$ cat src/hw/acl_cfg.svh
`ifndef ACL_CFG_SVH
`define ACL_CFG_SVH

// Address and field widths.
`define ACL_ADDR_W 32
`define ACL_FRAG_OFF_W 13
`define ACL_OPCODE_W 16

// Standard ARP and RARP operation codes.
`define ACL_OP_ARP_REQ 16'h0001
`define ACL_OP_ARP_REP 16'h0002
`define ACL_OP_RARP_REQ 16'h0003
`define ACL_OP_RARP_REP 16'h0004

// Reset values of the verdict flops and an all-ones mask.
`define ACL_VERDICT_RST 1'b0
`define ACL_MASK_ALL 32'hFFFF_FFFF
`define ACL_ZERO_BYTE 8'h00
`define ACL_ZERO_FRAG 13'h0000

`endif

$ cat src/hw/acl_pkg.sv
package acl_pkg;

    typedef enum logic [1:0] {
        ENTRY_ANY = 2'h0,
        ENTRY_ETYPE = 2'h1,
        ENTRY_ARP = 2'h2,
        ENTRY_IPV4 = 2'h3
    } entry_type_t;

    typedef enum logic [1:0] {
        KIND_OTHER = 2'h0,
        KIND_ARP = 2'h1,
        KIND_IPV4 = 2'h2
    } frame_kind_t;

    typedef enum logic [1:0] {
        TRI_ANY = 2'h0,
        TRI_NO = 2'h1,
        TRI_YES = 2'h2
    } tri_mode_t;

    typedef enum logic [1:0] {
        ADDR_ANY = 2'h0,
        ADDR_HOST = 2'h1,
        ADDR_NETWORK = 2'h2
    } addr_mode_t;

    typedef enum logic [1:0] {
        OPC_ANY = 2'h0,
        OPC_ARP = 2'h1,
        OPC_RARP = 2'h2,
        OPC_OTHER = 2'h3
    } opclass_t;

    typedef enum logic [1:0] {
        RR_ANY = 2'h0,
        RR_REQUEST = 2'h1,
        RR_REPLY = 2'h2
    } reqrep_t;

    typedef enum logic {
        ACT_PERMIT = 1'b0,
        ACT_DENY = 1'b1
    } action_t;

endpackage

$ cat src/hw/addr_filter.sv
`include "acl_cfg.svh"

module addr_filter (
    // Filter settings.
    input wire acl_pkg::addr_mode_t mode,
    input wire logic [`ACL_ADDR_W-1:0] cfg_addr,
    input wire logic [`ACL_ADDR_W-1:0] cfg_mask,
    // Address taken from the frame.
    input wire logic [`ACL_ADDR_W-1:0] frame_addr,
    // Filter verdict.
    output logic hit
);

    logic [`ACL_ADDR_W-1:0] eff_mask;

    // Host mode is a network compare under a full mask.
    always_comb begin
        case (mode)
            acl_pkg::ADDR_HOST: eff_mask = `ACL_MASK_ALL;
            acl_pkg::ADDR_NETWORK: eff_mask = cfg_mask;
            default: eff_mask = `ACL_MASK_ALL;
        endcase
    end

    // Only masked bits take part; an unused mode value never hits.
    always_comb begin
        case (mode)
            acl_pkg::ADDR_ANY: hit = 1'b1;
            acl_pkg::ADDR_HOST,
            acl_pkg::ADDR_NETWORK: hit = ((frame_addr ^ cfg_addr) & eff_mask) == '0;
            default: hit = 1'b0;
        endcase
    end

endmodule

$ cat src/hw/access_rule_entry.sv
// Summary of operation
// - Specific protocol mode matches only IPv4 frames with the configured protocol number.
// - TTL Zero refuses nonzero TTL, Non-zero needs nonzero TTL, Any ignores.
// - Fragmented means MF set or offset nonzero; No rejects, Yes requires.
// - Options No rejects flagged frames, Yes requires the flag, Any ignores.
// - Source address filter offers Any, Host equality, or Network masked compare.
// - Source Network mode compares only bits set in the source mask.
// - Destination address filter offers Any, Host equality, or Network masked compare.
// - Destination Network mode compares only bits set in the destination mask.
// - Opcode class selects Any, ARP, RARP, or neither known kind.
// - Request/reply selects Any, an ARP/RARP request, or an ARP/RARP reply.
// - Sender address filter offers Any, Host equality, or Network masked compare.
// - Sender Network mode compares only bits set in the sender mask.
// - On a full match Permit forwards the frame and Deny drops it.
// - IPv4 checks apply only to IPv4 entries; Ethernet-type entries skip IPv4.
`include "acl_cfg.svh"

module access_rule_entry (
    // Clock and reset.
    input wire logic clk_sys,
    input wire logic rst,
    // Entry settings.
    input wire acl_pkg::entry_type_t entry_type,
    input wire acl_pkg::action_t action,
    input wire logic proto_specific,
    input wire logic [7:0] proto_value,
    input wire acl_pkg::tri_mode_t ttl_mode,
    input wire acl_pkg::tri_mode_t frag_mode,
    input wire acl_pkg::tri_mode_t opt_mode,
    input wire acl_pkg::addr_mode_t src_mode,
    input wire logic [`ACL_ADDR_W-1:0] src_addr,
    input wire logic [`ACL_ADDR_W-1:0] src_mask,
    input wire acl_pkg::addr_mode_t dst_mode,
    input wire logic [`ACL_ADDR_W-1:0] dst_addr,
    input wire logic [`ACL_ADDR_W-1:0] dst_mask,
    input wire acl_pkg::opclass_t opclass_mode,
    input wire acl_pkg::reqrep_t reqrep_mode,
    input wire acl_pkg::addr_mode_t sender_mode,
    input wire logic [`ACL_ADDR_W-1:0] sender_addr,
    input wire logic [`ACL_ADDR_W-1:0] sender_mask,
    // Header fields from the ingress parser.
    input wire logic frame_valid,
    input wire acl_pkg::frame_kind_t frame_kind,
    input wire logic [7:0] ip_proto,
    input wire logic [7:0] ip_ttl,
    input wire logic ip_more_frag,
    input wire logic [`ACL_FRAG_OFF_W-1:0] ip_frag_off,
    input wire logic ip_options,
    input wire logic [`ACL_ADDR_W-1:0] ip_src,
    input wire logic [`ACL_ADDR_W-1:0] ip_dst,
    input wire logic [`ACL_OPCODE_W-1:0] arp_opcode,
    input wire logic [`ACL_ADDR_W-1:0] arp_sender_ip,
    // Verdict, one cycle after the fields.
    output logic verdict_valid_r,
    output logic hit_r,
    output logic permit_r,
    output logic drop_r
);

    localparam int N_ADDR = 3;

    acl_pkg::addr_mode_t a_mode [N_ADDR];
    logic [`ACL_ADDR_W-1:0] a_cfg [N_ADDR];
    logic [`ACL_ADDR_W-1:0] a_msk [N_ADDR];
    logic [`ACL_ADDR_W-1:0] a_frm [N_ADDR];
    logic [N_ADDR-1:0] a_hit;

    logic source_ip_match;
    logic dest_ip_match;
    logic sender_hit;
    logic proto_ok, ttl_ok, frag_ok, opt_ok, fragmented;
    logic op_is_arp, op_is_rarp, op_is_req, op_is_rep;
    logic opc_ok, rr_ok;
    logic ipv4_ok, arp_ok, hit_nxt;

    assign a_mode[0] = src_mode;
    assign a_cfg[0] = src_addr;
    assign a_msk[0] = src_mask;
    assign a_frm[0] = ip_src;
    assign a_mode[1] = dst_mode;
    assign a_cfg[1] = dst_addr;
    assign a_msk[1] = dst_mask;
    assign a_frm[1] = ip_dst;
    assign a_mode[2] = sender_mode;
    assign a_cfg[2] = sender_addr;
    assign a_msk[2] = sender_mask;
    assign a_frm[2] = arp_sender_ip;

    // Source, destination and sender filters each get their own copy of the masked comparator.
    for (genvar i = 0; i < N_ADDR; i++) begin : g_addr
        addr_filter u_filter (
            .mode(a_mode[i]),
            .cfg_addr(a_cfg[i]),
            .cfg_mask(a_msk[i]),
            .frame_addr(a_frm[i]),
            .hit(a_hit[i])
        );
    end

    assign source_ip_match = a_hit[0];
    assign dest_ip_match = a_hit[1];
    assign sender_hit = a_hit[2];

    assign proto_ok = !proto_specific || (ip_proto == proto_value);

    always_comb begin
        case (ttl_mode)
            acl_pkg::TRI_NO: ttl_ok = (ip_ttl == `ACL_ZERO_BYTE);
            acl_pkg::TRI_YES: ttl_ok = (ip_ttl != `ACL_ZERO_BYTE);
            default: ttl_ok = 1'b1;
        endcase
    end

    assign fragmented = ip_more_frag || (ip_frag_off != `ACL_ZERO_FRAG);

    always_comb begin
        case (frag_mode)
            acl_pkg::TRI_NO: frag_ok = !fragmented;
            acl_pkg::TRI_YES: frag_ok = fragmented;
            default: frag_ok = 1'b1;
        endcase
    end

    always_comb begin
        case (opt_mode)
            acl_pkg::TRI_NO: opt_ok = !ip_options;
            acl_pkg::TRI_YES: opt_ok = ip_options;
            default: opt_ok = 1'b1;
        endcase
    end

    assign op_is_arp = (arp_opcode == `ACL_OP_ARP_REQ) || (arp_opcode == `ACL_OP_ARP_REP);
    assign op_is_rarp = (arp_opcode == `ACL_OP_RARP_REQ) || (arp_opcode == `ACL_OP_RARP_REP);
    assign op_is_req = (arp_opcode == `ACL_OP_ARP_REQ) || (arp_opcode == `ACL_OP_RARP_REQ);
    assign op_is_rep = (arp_opcode == `ACL_OP_ARP_REP) || (arp_opcode == `ACL_OP_RARP_REP);

    always_comb begin
        case (opclass_mode)
            acl_pkg::OPC_ARP: opc_ok = op_is_arp;
            acl_pkg::OPC_RARP: opc_ok = op_is_rarp;
            acl_pkg::OPC_OTHER: opc_ok = !op_is_arp && !op_is_rarp;
            default: opc_ok = 1'b1;
        endcase
    end

    always_comb begin
        case (reqrep_mode)
            acl_pkg::RR_REQUEST: rr_ok = op_is_req;
            acl_pkg::RR_REPLY: rr_ok = op_is_rep;
            default: rr_ok = 1'b1;
        endcase
    end

    // Every enabled criterion must hold together; Any criteria report true.
    assign ipv4_ok = proto_ok && ttl_ok && frag_ok && opt_ok && source_ip_match && dest_ip_match;
    assign arp_ok = opc_ok && rr_ok && sender_hit;

    // Field checks belong to the entry's own frame type, so an IPv4 or ARP
    // frame never reaches the Ethernet-type branch.
    always_comb begin
        case (entry_type)
            acl_pkg::ENTRY_ANY: hit_nxt = 1'b1;
            acl_pkg::ENTRY_ETYPE: hit_nxt = (frame_kind == acl_pkg::KIND_OTHER);
            acl_pkg::ENTRY_ARP: hit_nxt = (frame_kind == acl_pkg::KIND_ARP) && arp_ok;
            acl_pkg::ENTRY_IPV4: hit_nxt = (frame_kind == acl_pkg::KIND_IPV4) && ipv4_ok;
            default: hit_nxt = 1'b0;
        endcase
    end

    always_ff @(posedge clk_sys) begin
        if (rst) begin
            verdict_valid_r <= `ACL_VERDICT_RST;
        end else begin
            verdict_valid_r <= frame_valid;
        end
    end

    // Verdict lines move only with a frame or on reset, so they hold between frames.
    always_ff @(posedge clk_sys) begin
        if (rst) begin
            hit_r <= `ACL_VERDICT_RST;
            permit_r <= `ACL_VERDICT_RST;
            drop_r <= `ACL_VERDICT_RST;
        end else if (frame_valid) begin
            hit_r <= hit_nxt;
            permit_r <= hit_nxt && (action == acl_pkg::ACT_PERMIT);
            drop_r <= hit_nxt && (action == acl_pkg::ACT_DENY);
        end
    end
endmodule

$ cat config.mk
export PLATFORM = sky130hd
export DESIGN_NAME = access_rule_entry
export DESIGN_NICKNAME = d
export VERILOG_FILES = /design/src/hw/acl_pkg.sv /design/src/hw/addr_filter.sv /design/src/hw/access_rule_entry.sv
export VERILOG_INCLUDE_DIRS = /design/src /design/src/hw
export SDC_FILE = /design/constraint.sdc
export NUM_CORES = 1
export LEC_CHECK = 0
export BUFFER_PORTS_ARGS = -buffer_cell sky130_fd_sc_hd__buf_2
export CORE_AREA = 2 2 143 145
export CTS_CLUSTER_SIZE = 28
export DETAILED_ROUTE_END_ITERATION = 6
export DIE_AREA = 0 0 145 147
export PLACE_DENSITY = 0.48
export SYNTH_ARGS = -nofsm -noshare
export SYNTH_HDL_FRONTEND = slang
export SYNTH_SLANG_ARGS = --single-unit
$ cat constraint.sdc
create_clock -name clk_sys -period 4.3 [get_ports clk_sys]
set_input_delay 0.645 -clock clk_sys [delete_from_list [all_inputs] [get_ports clk_sys]]
set_output_delay 0.645 -clock clk_sys [all_outputs]
set_load 0.02 [all_outputs]
==> results.toml <==
[status]
status = "completed"

[global_routing]
grt_use_total_pct = 11.4
antenna_found_initial = 0
grt_overflow = 0
grt_max_degree = 25
grt_pass1_vias = 3897
grt_pass1_wl_um = 19200

[logic_synthesis]
ys_ff_latch = 4
syn-num-nets = 734
ys_top_cells_by_area = "xor2_1, xnor2_1, ha_1"
syn_avg_cell_area_um2 = 7.13
yosys.area.top_type_share_pct = 19.7
syn_inst = 349
synth_cell_types = 38
seq_area_frac_synth_pct = 3.22
yosys.area.top_type = "xor2_1"
netlist_area_mm2 = 0.00249
yosysWarnings = 0

[setup_path]
path_class = "in2reg"
end_kind = "register"
cpLargestDelayFamily = "compound AO/OA/AOI/OAI gates"
required_ns = 4.43
cp_num_buf_inv = 1
crit_path_max_incr_delay_ns = 0.45
crit_arrival_ns = 2.86
critPathSlowestCell = "o41ai_2"
cp-start-kind = "primary input"
crit_path_max_fanout = 3
path_cells = "buf_2 > xnor2_1 > o22ai_1 > a211oi_1 > o2111ai_1 > o41ai_2 > a41oi_2 > o311ai_2"

[clock_tree]
cts_max_level = 1
cts_inserted_buffers = 3
clk_latency_ns = 0.22
post_cts_buffers = 0
postCtsHoldBufs = 0
tritoncts = "built"
clockRootBuffer = "clkbuf_16"
clkSlewWorstSetupHoldPaths_ns = 0.03
clockBufferDepth = 2
cts_resized = 0
clock_sinks = 4

[placement]
io_buffers = 371
dp_slack_ns = 1.26
place_congestion = 0.816
dpl.hpwl_um = 12600

[floorplan]
fp-row-count = 52
die_area_mm2 = 0.0213
core-area_mm2 = 0.0198
die_h_um = 147
initial_core_util_pct = 12.5
die_w_um = 145
io_pins = 372

[sta]
fin_crit_ns = 2.73
fmax_ghz = 0.367
rsz0062_at_grt = "false"
period_share_pct = 63.4
setup_violations = 0
tightestPinTransition_ns = 0.642
tns_ns = 0
timing.final.hold_violations = 0
slew_viol_final = 0
fin_ws_ns = 1.57
slew_headroom_pct = 57.1
finClkSkew_ns = 0

[final_layout]
syn_to_final_growth_pct = 90.9
num-nets-final = 1108
mostFrequentLayoutCells = "buf_2, xor2_1, xnor2_1"
final_common_cell = "buf_2"
drive_above_1_share_pct = 53.1
antenna_cells = 0

[drt]
wirelength_um = 13300
drc = 0
routedWlPerCell_um = 13.5
vias = 3815
drtIter0Drc = 60
drt-pass1-iter-count = 4
ant_nets = 0
viasPerCell = 3.85

[power]
powerDensity_mw_per_mm2 = 125
peakVddDrop_v = 0.000114
power_leakage_nw = 2.49

[flow_run]
drv_cap = 0

[hold_path]
hold_class = "reg2reg"
==> cell type report <==
class | count | area (um2)
fill | 2244 | 15100
multi-input combinational | 306 | 2260
timing repair buffer | 371 | 1860
tap | 270 | 338
inverter | 37 | 139
sequential | 4 | 80.1
clock buffer | 3 | 75.1
==> power by group <==
group | switching (mW) | internal [mW]
registers | 0.000527 | 0.0389
logic | 0.190 | 0.220
clock network | 0.0277 | 0.119
==> flip-flops by register name (all words and copies together), names as in the netlist <==
signal           flops
drop_r               1
hit_r                1
permit_r             1
verdict_valid_r      1
==> final timing paths <==
check / start / endpoint / slack [ns] / cells past startpoint
max: sender_addr[8] / drop_r / 1.57 / 8
min: hit_r / hit_r / 0.47 / 2
max reg2reg: drop_r / drop_r / 3.71 / 2
min reg2reg: hit_r / hit_r / 0.47 / 2
==> metrics by stage <==
| stage | cell area, um2 | hold WS, ns | utilization, % | cells | total power [mW] |
|---|---|---|---|---|---|
| 2_1_floorplan | 2490 | 0.555 | - | 349 | 0.209 |
| 3_3_place_gp | 4680 | 0.465 | 23.6 | 988 | 0.455 |
| 3_5_place_dp | 4680 | 0.474 | 23.6 | 988 | 0.455 |
| 4_1_cts | 4750 | 0.481 | 23.9 | 991 | 0.609 |
| 5_1_grt | 4750 | 0.501 | 23.9 | 991 | 0.651 |
| 6_report | 4750 | 0.472 | 23.9 | 991 | 0.595 |
==> cell usage after synthesis <==
library cell  number
clkbuf_1           2
nor2_1            11
a31oi_1            2
o21bai_1           1
a41oi_2            1
nor4_1            17
a31o_2             1
xor2_1            56
and3_1             1
o21a_1             1
nor4b_1            1
o311ai_2           2
dfxtp_1            4
nand2_1           19
o2111ai_1          2
nor3_1             5
mux2_2             3
nor2b_1           15
o41ai_1            1
nor4_2             1
a221oi_1           1
a21oi_1           13
nand4b_1           1
inv_1             37
xnor2_1           42
a211oi_1           2
or4_1              5
o41ai_2            1
nand4_1           15
o22ai_1           22
a22o_1             2
nand3_1            3
ha_1              17
a41o_1             2
nand2b_1           4
o21ai_0           20
a22oi_1           15
o211ai_1           1
==> worst min-delay path, cell delays in order, from the launching register on <==
cell      delay [ns]
dfxtp_1         0.31
nand2_1         0.05
o211ai_1        0.07
==> per-layer routing <==
metal	vias to the layer above	wire length, um	track usage, %
met1	1584	5130	12.5
met5	-	0	0
met3	8	934	1.86
met4	0	199	2.23
met2	214	7080	23.1
li1	2009	-	-
==> cell families (layout without fill, tap and decap cells) <==
family,after synthesis,after routing,share of synthesized area [%]
compound gates,90,90,24.6
xor+xnor,98,98,34.5
fa+ha+maj,17,17,8.55
buf+inv,39,411,5.88
flops,4,4,3.22
mux,3,3,1.36
simple gates,98,98,21.9
No activity file was read; power rests on OpenSTA's default activity.
